**config.mk**
```make
export PLATFORM = sky130hd
export DESIGN_NAME = tcra_core
export DESIGN_NICKNAME = d
export VERILOG_FILES = /design/src/tcra_pkg.sv /design/src/tcra_core.sv /design/src/tcra_addr_gen.sv /design/src/tcra_reset_ctl.sv
export SDC_FILE = /design/constraint.sdc
export NUM_CORES = 1
export LEC_CHECK = 0
export ABC_AREA = 1
export BUFFER_PORTS_ARGS = -buffer_cell sky130_fd_sc_hd__buf_4
export CAP_MARGIN = 30
export CORE_UTILIZATION = 54
export DETAILED_ROUTE_END_ITERATION = 12
export HOLD_SLACK_MARGIN = 0.08
export MAX_ROUTING_LAYER = met4
export PLACE_DENSITY = 0.77
export SLEW_MARGIN = 40
export SYNTH_ARGS = -nofsm -noshare
export SYNTH_HDL_FRONTEND = slang
export SYNTH_SLANG_ARGS = --single-unit
```
**constraint.sdc**
```tcl
create_clock -name sys_clk_in -period 2.9 [get_ports sys_clk_in]
set_input_delay 0.29 -clock sys_clk_in [delete_from_list [all_inputs] [get_ports sys_clk_in]]
set_output_delay 0.29 -clock sys_clk_in [all_outputs]
set_load 0.005 [all_outputs]
```
**src/tcra_pkg.sv**
```systemverilog
// shared constants and types of the tiny cpu control and addressing core
package tcra_pkg;
    // address space and pointer window
    localparam int PC_HIGH_W = 6;
    localparam int PC_LOW_W = 8;
    localparam int ADDR_W = PC_HIGH_W + PC_LOW_W;
    localparam logic [13:0] RESET_VECTOR = 14'h3FFD;
    localparam logic [13:0] IDX_DATA_ADDR = 14'h000E;
    localparam logic [13:0] IDX_PTR_ADDR = 14'h000F;

    // opcodes
    localparam logic [7:0] OP_SHL = 8'h48;
    localparam logic [7:0] OP_BCC = 8'h34;
    localparam logic [7:0] OP_ADD_IMM = 8'hAB;
    localparam logic [7:0] OP_ADD_DIR = 8'hBB;
    localparam logic [7:0] OP_JMP_EXT = 8'hBC;
    localparam logic [7:0] OP_JSR_EXT = 8'hBD;
    localparam logic [7:0] OP_RTS = 8'hBE;
    localparam logic [7:0] OP_BGND = 8'hBF;
    localparam logic [7:0] OP_WAIT = 8'hAF;
    localparam logic [7:0] OP_STOP = 8'hAE;
    localparam logic [7:0] OP_NOP = 8'hAC;
    localparam logic [3:0] OP_ADD_TNY_HI = 4'h6;
    localparam logic [2:0] OP_LDA_SRT_HI = 3'h6;
    localparam logic [2:0] OP_STA_SRT_HI = 3'h7;

    typedef enum logic [1:0] {ADDR_TINY, ADDR_SHORT, ADDR_DIRECT, ADDR_FULL} tcra_amode_t;
    typedef enum logic [1:0] {FLAG_KEEP, FLAG_CLR, FLAG_SET, FLAG_RES} tcra_fctl_t;
    typedef enum logic [6:0] {
        S_FETCH = 7'h01, S_DECODE = 7'h02, S_OPER = 7'h04, S_OPER2 = 7'h08,
        S_DATA = 7'h10, S_SLEEP = 7'h20, S_BKG = 7'h40
    } tcra_state_t;
    typedef enum logic [2:0] {RS_RECORD = 3'h1, RS_HOLD = 3'h2, RS_RUN = 3'h4} tcra_rstate_t;

    typedef struct packed {logic zero; logic carry;} tcra_flags_t;
    typedef struct packed {logic [5:0] high; logic [7:0] low;} tcra_pc_t;
    typedef struct packed {
        logic power_on;
        logic ext_pin;
        logic low_volt;
        logic watchdog;
        logic bad_opcode;
        logic bad_addr;
    } tcra_cause_t;
    typedef struct packed {logic [13:0] addr; logic [7:0] wdata; logic rd; logic wr;} tcra_mem_req_t;
endpackage : tcra_pkg

```
**src/tcra_core.sv**
```systemverilog
// tiny cpu core: reset flow, sleep and background entry, operand addressing
`timescale 1ns/1ps
`default_nettype none
module tcra_core (
    // clock and reset
    input wire logic sys_clk_in,
    input wire logic arst_n_in,
    // reset and debug pins
    input wire logic ext_reset_n_in,
    input wire logic low_voltage_in,
    input wire logic debug_entry_pin_in,
    // same-clock system events
    input wire logic watchdog_timer_timeout_in,
    input wire logic illegal_addr_in,
    input wire logic wake_irq_in,
    input wire logic bkg_go_in,
    // program and data memory
    output logic [13:0] mem_addr_out,
    output logic [7:0] mem_wdata_out,
    output logic mem_rd_out,
    output logic mem_wr_out,
    input wire logic [7:0] mem_rdata_in,
    // status
    output logic cpu_clk_en_out,
    output logic stop_mode_out,
    output logic bkg_active_out,
    output var tcra_pkg::tcra_cause_t reset_cause_out,
    output var tcra_pkg::tcra_pc_t pc_out,
    output var tcra_pkg::tcra_flags_t flags_out,
    output logic [7:0] acc_out,
    output logic [7:0] index_pointer_out
);
    tcra_pkg::tcra_state_t state_q, state_d;
    tcra_pkg::tcra_pc_t pc_q, pc_d;
    tcra_pkg::tcra_pc_t spc_q, spc_d;
    tcra_pkg::tcra_pc_t pc_inc;
    tcra_pkg::tcra_flags_t flags_q, flags_d;
    tcra_pkg::tcra_mem_req_t req_q, req_d;
    tcra_pkg::tcra_fctl_t z_ctl, c_ctl;
    tcra_pkg::tcra_amode_t ag_mode;
    logic [7:0] acc_q, acc_d;
    logic [7:0] x_q, x_d;
    logic [7:0] opc_q, opc_d;
    logic [7:0] hi_q, hi_d;
    logic [8:0] res9;
    logic idx_sel_q, idx_sel_d;
    logic stop_q, stop_d;
    logic core_reset;
    logic release_pulse;
    logic debug_entry;
    logic bad_opcode;
    logic [7:0] rd_byte;
    logic [13:0] ag_addr;
    logic [13:0] ag_raw;
    logic ag_idx;

    function automatic logic [13:0] branch_target(input logic [13:0] pc, input logic [7:0] off);
        branch_target = pc + {{6{off[7]}}, off};
    endfunction : branch_target

    function automatic logic flag_upd(input tcra_pkg::tcra_fctl_t ctl, input logic old, input logic res);
        unique case (ctl)
            tcra_pkg::FLAG_KEEP: flag_upd = old;
            tcra_pkg::FLAG_CLR: flag_upd = 1'b0;
            tcra_pkg::FLAG_SET: flag_upd = 1'b1;
            tcra_pkg::FLAG_RES: flag_upd = res;
        endcase
    endfunction : flag_upd

    tcra_reset_ctl u_reset_ctl (
        .sys_clk_in(sys_clk_in),
        .arst_n_in(arst_n_in),
        .ext_reset_n_in(ext_reset_n_in),
        .low_voltage_in(low_voltage_in),
        .debug_entry_pin_in(debug_entry_pin_in),
        .watchdog_in(watchdog_timer_timeout_in),
        .bad_opcode_in(bad_opcode),
        .bad_addr_in(illegal_addr_in),
        .core_reset_out(core_reset),
        .release_out(release_pulse),
        .debug_entry_out(debug_entry),
        .cause_out(reset_cause_out)
    );

    // decode of the byte just read
    logic is_tiny_add, is_lda_srt, is_sta_srt, is_two_byte, is_sleep_op;
    assign rd_byte = idx_sel_q ? x_q : mem_rdata_in;
    assign is_tiny_add = (rd_byte[7:4] == tcra_pkg::OP_ADD_TNY_HI);
    assign is_lda_srt = (rd_byte[7:5] == tcra_pkg::OP_LDA_SRT_HI);
    assign is_sta_srt = (rd_byte[7:5] == tcra_pkg::OP_STA_SRT_HI);
    assign is_sleep_op = (rd_byte == tcra_pkg::OP_WAIT) || (rd_byte == tcra_pkg::OP_STOP);
    assign is_two_byte = (rd_byte == tcra_pkg::OP_ADD_IMM) || (rd_byte == tcra_pkg::OP_ADD_DIR) ||
                         (rd_byte == tcra_pkg::OP_BCC) || (rd_byte == tcra_pkg::OP_JMP_EXT) ||
                         (rd_byte == tcra_pkg::OP_JSR_EXT);
    assign pc_inc = tcra_pkg::tcra_pc_t'(pc_q + 14'h0001);

    // operand field source depends on which byte is in flight
    assign ag_mode = (state_q == tcra_pkg::S_DECODE) ?
                     (is_tiny_add ? tcra_pkg::ADDR_TINY : tcra_pkg::ADDR_SHORT) :
                     (state_q == tcra_pkg::S_OPER) ? tcra_pkg::ADDR_DIRECT : tcra_pkg::ADDR_FULL;

    tcra_addr_gen u_addr_gen (
        .mode_in(ag_mode),
        .field_in(rd_byte),
        .ext_high_in(hi_q),
        .index_in(x_q),
        .raw_addr_out(ag_raw),
        .addr_out(ag_addr),
        .idx_ptr_sel_out(ag_idx)
    );

    always_comb begin
        state_d = state_q;
        pc_d = pc_q;
        spc_d = spc_q;
        acc_d = acc_q;
        x_d = x_q;
        opc_d = opc_q;
        hi_d = hi_q;
        stop_d = stop_q;
        idx_sel_d = 1'b0;
        req_d = '0;
        z_ctl = tcra_pkg::FLAG_KEEP;
        c_ctl = tcra_pkg::FLAG_KEEP;
        res9 = 9'h000;
        bad_opcode = 1'b0;
        unique case (state_q)
            tcra_pkg::S_FETCH: begin
                if (release_pulse && debug_entry) begin
                    state_d = tcra_pkg::S_BKG;
                end else begin
                    req_d.addr = pc_q;
                    req_d.rd = 1'b1;
                    pc_d = pc_inc;
                    state_d = tcra_pkg::S_DECODE;
                end
            end
            tcra_pkg::S_DECODE: begin
                opc_d = rd_byte;
                state_d = tcra_pkg::S_FETCH;
                if (rd_byte == tcra_pkg::OP_SHL) begin
                    // one code serves both shift-left spellings
                    res9 = {acc_q, 1'b0};
                    acc_d = res9[7:0];
                    z_ctl = tcra_pkg::FLAG_RES;
                    c_ctl = tcra_pkg::FLAG_RES;
                end else if (rd_byte == tcra_pkg::OP_NOP) begin
                    state_d = tcra_pkg::S_FETCH;
                end else if (is_sleep_op) begin
                    stop_d = (rd_byte == tcra_pkg::OP_STOP);
                    state_d = tcra_pkg::S_SLEEP;
                end else if (rd_byte == tcra_pkg::OP_BGND) begin
                    state_d = tcra_pkg::S_BKG;
                end else if (rd_byte == tcra_pkg::OP_RTS) begin
                    pc_d = spc_q;
                end else if (is_tiny_add || is_lda_srt) begin
                    req_d.addr = ag_addr;
                    req_d.rd = !ag_idx;
                    idx_sel_d = ag_idx;
                    state_d = tcra_pkg::S_DATA;
                end else if (is_sta_srt) begin
                    req_d.addr = ag_addr;
                    req_d.wdata = acc_q;
                    req_d.wr = !ag_idx;
                    if (ag_idx) begin
                        x_d = acc_q;
                    end
                end else if (is_two_byte) begin
                    req_d.addr = pc_q;
                    req_d.rd = 1'b1;
                    pc_d = pc_inc;
                    state_d = tcra_pkg::S_OPER;
                end else begin
                    bad_opcode = 1'b1;
                end
            end
            tcra_pkg::S_OPER: begin
                hi_d = rd_byte;
                state_d = tcra_pkg::S_FETCH;
                if (opc_q == tcra_pkg::OP_ADD_IMM) begin
                    res9 = {1'b0, acc_q} + {1'b0, rd_byte};
                    acc_d = res9[7:0];
                    z_ctl = tcra_pkg::FLAG_RES;
                    c_ctl = tcra_pkg::FLAG_RES;
                end else if (opc_q == tcra_pkg::OP_ADD_DIR) begin
                    req_d.addr = ag_addr;
                    req_d.rd = !ag_idx;
                    idx_sel_d = ag_idx;
                    state_d = tcra_pkg::S_DATA;
                end else if (opc_q == tcra_pkg::OP_BCC) begin
                    // pc already points past the offset byte
                    if (!flags_q.carry) begin
                        pc_d = tcra_pkg::tcra_pc_t'(branch_target(pc_q, rd_byte));
                    end
                end else begin
                    req_d.addr = pc_q;
                    req_d.rd = 1'b1;
                    pc_d = pc_inc;
                    state_d = tcra_pkg::S_OPER2;
                end
            end
            tcra_pkg::S_OPER2: begin
                pc_d = tcra_pkg::tcra_pc_t'(ag_raw);
                if (opc_q == tcra_pkg::OP_JSR_EXT) begin
                    spc_d = pc_q;
                end
                state_d = tcra_pkg::S_FETCH;
            end
            tcra_pkg::S_DATA: begin
                state_d = tcra_pkg::S_FETCH;
                z_ctl = tcra_pkg::FLAG_RES;
                if (opc_q[7:4] == tcra_pkg::OP_ADD_TNY_HI || opc_q == tcra_pkg::OP_ADD_DIR) begin
                    res9 = {1'b0, acc_q} + {1'b0, rd_byte};
                    c_ctl = tcra_pkg::FLAG_RES;
                end else begin
                    res9 = {1'b0, rd_byte};
                end
                acc_d = res9[7:0];
            end
            tcra_pkg::S_SLEEP: begin
                // wake only; pc already holds the next instruction
                if (wake_irq_in) begin
                    stop_d = 1'b0;
                    state_d = tcra_pkg::S_FETCH;
                end
            end
            tcra_pkg::S_BKG: begin
                if (bkg_go_in) begin
                    state_d = tcra_pkg::S_FETCH;
                end
            end
            default: state_d = tcra_pkg::S_FETCH;
        endcase
        flags_d.zero = flag_upd(z_ctl, flags_q.zero, res9[7:0] == 8'h00);
        flags_d.carry = flag_upd(c_ctl, flags_q.carry, res9[8]);
    end

    // sequencing registers: a reset drops whatever was in flight
    always_ff @(posedge sys_clk_in or negedge arst_n_in) begin
        if (!arst_n_in) begin
            state_q <= tcra_pkg::S_FETCH;
            pc_q <= tcra_pkg::RESET_VECTOR;
            req_q <= '0;
            idx_sel_q <= 1'b0;
            stop_q <= 1'b0;
        end else if (core_reset) begin
            state_q <= tcra_pkg::S_FETCH;
            pc_q <= tcra_pkg::RESET_VECTOR;
            req_q <= '0;
            idx_sel_q <= 1'b0;
            stop_q <= 1'b0;
        end else begin
            state_q <= state_d;
            pc_q <= pc_d;
            req_q <= req_d;
            idx_sel_q <= idx_sel_d;
            stop_q <= stop_d;
        end
    end

    // working registers keep their contents across a core reset; only arst_n_in clears them
    always_ff @(posedge sys_clk_in or negedge arst_n_in) begin
        if (!arst_n_in) begin
            spc_q <= '0;
            acc_q <= 8'h00;
            x_q <= 8'h00;
            opc_q <= 8'h00;
            hi_q <= 8'h00;
            flags_q <= '0;
        end else if (!core_reset) begin
            spc_q <= spc_d;
            acc_q <= acc_d;
            x_q <= x_d;
            opc_q <= opc_d;
            hi_q <= hi_d;
            flags_q <= flags_d;
        end
    end

    assign mem_addr_out = req_q.addr;
    assign mem_wdata_out = req_q.wdata;
    assign mem_rd_out = req_q.rd;
    assign mem_wr_out = req_q.wr;
    // gated during the reset hold and during wait or stop
    assign cpu_clk_en_out = !core_reset && (state_q != tcra_pkg::S_SLEEP);
    assign stop_mode_out = stop_q;
    assign bkg_active_out = (state_q == tcra_pkg::S_BKG);
    assign pc_out = pc_q;
    assign flags_out = flags_q;
    assign acc_out = acc_q;
    assign index_pointer_out = x_q;
endmodule : tcra_core
`default_nettype wire

```
**src/tcra_addr_gen.sv**
```systemverilog
// operand address formation: tiny, short, direct and full fields plus pointer window
`timescale 1ns/1ps
`default_nettype none
module tcra_addr_gen (
    // operand fields
    input wire tcra_pkg::tcra_amode_t mode_in,
    input wire logic [7:0] field_in,
    input wire logic [7:0] ext_high_in,
    input wire logic [7:0] index_in,
    // result
    output logic [13:0] raw_addr_out,
    output logic [13:0] addr_out,
    output logic idx_ptr_sel_out
);
    logic [13:0] tiny_addr;
    logic [13:0] short_addr;
    logic [13:0] direct_addr;
    logic [13:0] full_addr;

    assign tiny_addr = {10'h000, field_in[3:0]};
    assign short_addr = {9'h000, field_in[4:0]};
    assign direct_addr = {6'h00, field_in};
    // top two bits of the high byte are dropped in a 16 kbyte space
    assign full_addr = {ext_high_in[5:0], field_in};
    assign raw_addr_out = (mode_in == tcra_pkg::ADDR_TINY) ? tiny_addr :
                          (mode_in == tcra_pkg::ADDR_SHORT) ? short_addr :
                          (mode_in == tcra_pkg::ADDR_DIRECT) ? direct_addr : full_addr;
    assign addr_out = (raw_addr_out == tcra_pkg::IDX_DATA_ADDR) ? {6'h00, index_in} : raw_addr_out;
    assign idx_ptr_sel_out = (addr_out == tcra_pkg::IDX_PTR_ADDR);
endmodule : tcra_addr_gen
`default_nettype wire

```
**src/tcra_reset_ctl.sv**
```systemverilog
// reset sequencer: source synchronising, cause recording, clock hold and debug strap
`timescale 1ns/1ps
`default_nettype none
module tcra_reset_ctl (
    // clock and reset
    input wire logic sys_clk_in,
    input wire logic arst_n_in,
    // pins
    input wire logic ext_reset_n_in,
    input wire logic low_voltage_in,
    input wire logic debug_entry_pin_in,
    // same-clock events
    input wire logic watchdog_in,
    input wire logic bad_opcode_in,
    input wire logic bad_addr_in,
    // to the core
    output logic core_reset_out,
    output logic release_out,
    output logic debug_entry_out,
    output var tcra_pkg::tcra_cause_t cause_out
);
    logic [2:0] pin_act;
    logic [2:0] sync1_q;
    logic [2:0] sync2_q;
    tcra_pkg::tcra_rstate_t state_q;
    tcra_pkg::tcra_cause_t pend_q;
    logic release_q;
    logic debug_q;
    logic [1:0] settle_q;

    // all pins active high before the first flop; debug pin low means enter
    assign pin_act = {~debug_entry_pin_in, low_voltage_in, ~ext_reset_n_in};

    genvar i;
    generate
        for (i = 0; i < 3; i++) begin : g_sync
            always_ff @(posedge sys_clk_in or negedge arst_n_in) begin
                if (!arst_n_in) begin
                    sync1_q[i] <= 1'b0;
                    sync2_q[i] <= 1'b0;
                end else begin
                    sync1_q[i] <= pin_act[i];
                    sync2_q[i] <= sync1_q[i];
                end
            end
        end
    endgenerate

    logic level_src;
    logic any_event;
    assign level_src = sync2_q[0] | sync2_q[1];
    assign any_event = level_src | watchdog_in | bad_opcode_in | bad_addr_in;

    always_ff @(posedge sys_clk_in or negedge arst_n_in) begin
        if (!arst_n_in) begin
            state_q <= tcra_pkg::RS_RECORD;
            pend_q <= '{power_on: 1'b1, default: 1'b0};
            cause_out <= '0;
            release_q <= 1'b0;
            debug_q <= 1'b0;
            settle_q <= 2'h0;
        end else begin
            release_q <= 1'b0;
            settle_q <= {settle_q[0], 1'b1};
            unique case (state_q)
                tcra_pkg::RS_RUN: if (any_event) begin
                    state_q <= tcra_pkg::RS_RECORD;
                    pend_q <= {1'b0, sync2_q[0], sync2_q[1], watchdog_in, bad_opcode_in, bad_addr_in};
                end
                tcra_pkg::RS_RECORD: begin
                    cause_out <= pend_q;
                    state_q <= tcra_pkg::RS_HOLD;
                end
                // after a power-on the pins need two edges to reach sync2, so the strap is not read early
                tcra_pkg::RS_HOLD: if (!level_src && settle_q[1]) begin
                    state_q <= tcra_pkg::RS_RUN;
                    release_q <= 1'b1;
                    debug_q <= sync2_q[2];
                end
                default: state_q <= tcra_pkg::RS_RECORD;
            endcase
        end
    end

    assign core_reset_out = (state_q != tcra_pkg::RS_RUN);
    assign release_out = release_q;
    assign debug_entry_out = debug_q;
endmodule : tcra_reset_ctl
`default_nettype wire

```
==> insert_results.sql <==
INSERT INTO impl_metrics (metric_group, metric, value, unit) VALUES
('global_route', 'grt-busiest-layer', 'met2', ''),
('worst_setup_path', 'start_kind', 'flop', ''),
('route', 'remaining_drc_errors', '0', ''),
('floorplan', 'die_width', '120', 'microns'),
('floorplan', 'initial_core_util', '0.560', ''),
('finish', 'design.final.nets', '1144', ''),
('sta', 'slew_limit_headroom', '0.495', ''),
('power_and_ir_drop', 'seq_power_share', '0.399', ''),
('sta', 'clock-skew-final', '7.52', 'ps'),
('sta', 'period_share', '0.954', ''),
('sta', 'timing.final.max_slew_violations', '0', ''),
('status', 'run_status', 'finished clean', ''),
('power_and_ir_drop', 'pwr-share-clk', '0.473', ''),
('logic_synthesis', 'netlist-cell-type-count', '56', ''),
('logic_synthesis', 'syn_avg_cell_area', '7.66', 'sq um'),
('logic_synthesis', 'yosys_register_bits', '118', ''),
('finish', 'antenna_cells', '0', ''),
('place', 'place.port_buffers', '81', ''),
('place', 'placed_cells', '1252', ''),
('sta', 'final_critical_path_setup_slack', '134', 'ps'),
('finish', 'fraction_of_final_layout_cells_with_drive_strength_greater_than_1', '0.214', ''),
('route', 'detail_route.wirelength', '23400', 'microns'),
('power_and_ir_drop', 'p_per_area', '493', 'nW/um^2'),
('clock_tree', 'post_cts_clock_slew_at_the_launch_and_capture_registers_of_the_worst_setup_and_hold_paths', '60', 'ps'),
('worst_setup_path', 'cpPeakStageDelay', '520', 'ps'),
('sta', 'timing.final.hold_violations', '0', ''),
('worst_setup_path', 'worstPathRequired', '3210', 'ps'),
('worst_setup_path', 'critical-path-top-cell-by-count', 'sky130_fd_sc_hd__nand2_1', ''),
('floorplan', 'core.rowCount', '42', ''),
('power_and_ir_drop', 'power.switching_fraction', '0.263', ''),
('worst_setup_path', 'criticalPathCategory', 'flop to flop', ''),
('logic_synthesis', 'synth_top_area_share', '0.342', ''),
('global_route', 'global_route.usage.met2', '0.505', ''),
('place', 'dp.final_hpwl', '17100', 'microns'),
('route', 'detail_route.vias_per_cell', '5.84', ''),
('job', 'max-cap-violations', '0', ''),
('finish', 'final_util', '0.693', ''),
('worst_setup_path', 'timing.critical_path.fanout_max', '19', ''),
('logic_synthesis', 'asyncSetResetFlopFracSynth', '1.00', ''),
('place', 'place_ws', '126', 'ps'),
('global_route', 'global_route.overflow_total', '0', ''),
('sta', 'maxClockFrequency', '362', 'MHz'),
('place', 'place.gp.congestion', '1.07', ''),
('sta', 'slew_at_the_pin_with_the_worst_max_slew_slack', '756', 'ps'),
('clock_tree', 'numCtsBuffers', '17', ''),
('sta', 'grt_setup_unrepaired', 'yes', ''),
('global_route', 'antenna_found_initial', '0', ''),
('global_route', 'gr-usage-met3', '0.0841', ''),
('power_and_ir_drop', 'power.ir.vdd_worst', '0.372', 'mV'),
('global_route', 'grt_start_max_net_pins', '119', ''),
('sta', 'count_of_endpoints_failing_setup_in_the_final_report', '0', ''),
('clock_tree', 'ctsHtreeMaxLevel', '4', ''),
('global_route', 'all_layer_global_routing_usage', '0.350', ''),
('worst_setup_path', 'cp_capture_type', 'flop', ''),
('power_and_ir_drop', 'tot_pwr', '4.56', 'mW'),
('power_and_ir_drop', 'p_sw', '1.20', 'mW'),
('clock_tree', 'insertion_delay', '430', 'ps'),
('logic_synthesis', 'synth.most_common_cell', 'sky130_fd_sc_hd__nand2_1', ''),
('clock_tree', 'clk_path_buf_depth', '2', ''),
('floorplan', 'fp.dieArea', '14300', 'sq um'),
('finish', 'layout.filler_cells', '1099', ''),
('route', 'detailedRoute.firstIterationViolations', '880', ''),
('route', 'detail-route-antenna-nets', '0', ''),
('worst_setup_path', 'critPathSlowestCell', 'sky130_fd_sc_hd__nor4_2', ''),
('global_route', 'grt_first_pass_wirelength', '37100', 'microns'),
('floorplan', 'io-pin-count', '82', ''),
('global_route', 'vias_in_the_first_global_route', '7059', ''),
('logic_synthesis', 'post-synth-top-area-cell', 'sky130_fd_sc_hd__dfrtp_1', ''),
('finish', 'postLayoutCellArea', '9250', 'sq um'),
('sta', 'fin_crit', '2770', 'ps'),
('place', 'place_area', '8500', 'sq um');
[layer usage]
layer	up-vias	share of wire
li1	3532	-
met1	3480	0.42
met2	453	0.44
met3	81	0.099
met4	0	0.040
met5	-	0
[worst max-delay path, delay by kind of cell (launching register included)]
| kind | cells | cell delay [ps] |
|---|---|---|
| DFF | 1 | 410 |
| buffers and inverters | 3 | 460 |
| and+or+nand+nor | 6 | 1090 |
| AOI/OAI and AO/OA | 3 | 680 |
[placed cells by master (no fill, tap or decap), drive strengths merged, types with 5 or more instances in the layout]
cell	netlist	layout
nand2	226	226
inv	140	142
buf	9	124
o21ai	102	103
dfrtp	102	102
nor2	91	91
a21oi	57	57
nand3	54	54
nor3	23	23
ha	22	22
clkbuf	11	18
dfstp	16	16
nand4	16	16
xor2	15	15
o211ai	14	14
o22ai	13	13
a211oi	10	10
clkinv	1	9
a31oi	8	8
or2	5	5
[worst paths after layout]
kind                                                  start                                 end  cells past startpoint  slack (ps)
max in group asynchronous                         arst_n_in              acc_out[6]$_DFFE_PN0P_                      3        1940
min reg2reg                u_reset_ctl.sync1_q[0]$_DFF_PN0_    u_reset_ctl.sync2_q[0]$_DFF_PN0_                      0         350
min                               watchdog_timer_timeout_in   u_reset_ctl.pend_q[2]$_DFFE_PN0P_                      3         150
min in group asynchronous                         arst_n_in  u_reset_ctl.state_q[1]$_DFFE_PN0P_                      3         520
max reg2reg                             idx_sel_q$_DFF_PN0_           mem_addr_out[7]$_DFF_PN0_                     12         130
max                                     idx_sel_q$_DFF_PN0_           mem_addr_out[7]$_DFF_PN0_                     12         130
[state kept, by name, indices dropped and copies added (netlist names), 6 cells and up]
signal and cells:
u_reset_ctl.cause_out 6, index_pointer_out 8, mem_addr_out 14, u_reset_ctl.pend_q 6, hi_q 6, spc_q 14, pc_out 14, state_q 7
opc_q 8, mem_wdata_out 8, acc_out 8
[cell families (layout without fill, tap and decap cells)]
group	count (synthesis)	count (layout)	synth area share
AND/OR/NAND/NOR	422	422	0.257
AO/OA/AOI/OAI	229	230	0.191
buffers and inverters	161	301	0.0869
flip-flops	118	118	0.398
adder cells (fa/ha/maj)	24	24	0.0422
XOR/XNOR	18	18	0.0211
multiplexers	2	2	0.00301
other	1	1	0.000502
[stage by stage]
step	hold slack, ps	setup TNS, ps
after floorplan	-5.59	0
after global placement	334	0
after detailed placement	335	0
after CTS	159	0
after global routing	152	-84.1
final	153	0
[power by group through the flow]
stage          clock, mW  sequential, mW  combinational (mW)
3_3_place_gp           0            1.84               0.545
2_1_floorplan          0            1.84               0.337
6_report            2.16            1.82               0.584
3_5_place_dp           0            1.85               0.555
5_1_grt             2.25            1.83               0.653
4_1_cts             2.17            1.82               0.570
[layout make-up]
type	instances	area, sq um	share of cell area
clock buffers	18	429	0.0464
clock inverters	14	178	0.0192
inverters	141	532	0.0575
multi-input cells	697	3890	0.421
flip-flops and latches	118	2970	0.321
well taps	176	220	0.0238
repair buffers	128	1020	0.110
[repair_timing]
item                                    CTS  global route
gates resized for setup                   0            18
buffers inserted                          0             3
hold endpoints to repair                105             0
endpoints found under the setup margin    0            27
hold buffers                              4             0
Power figures use the tool's default switching activity.
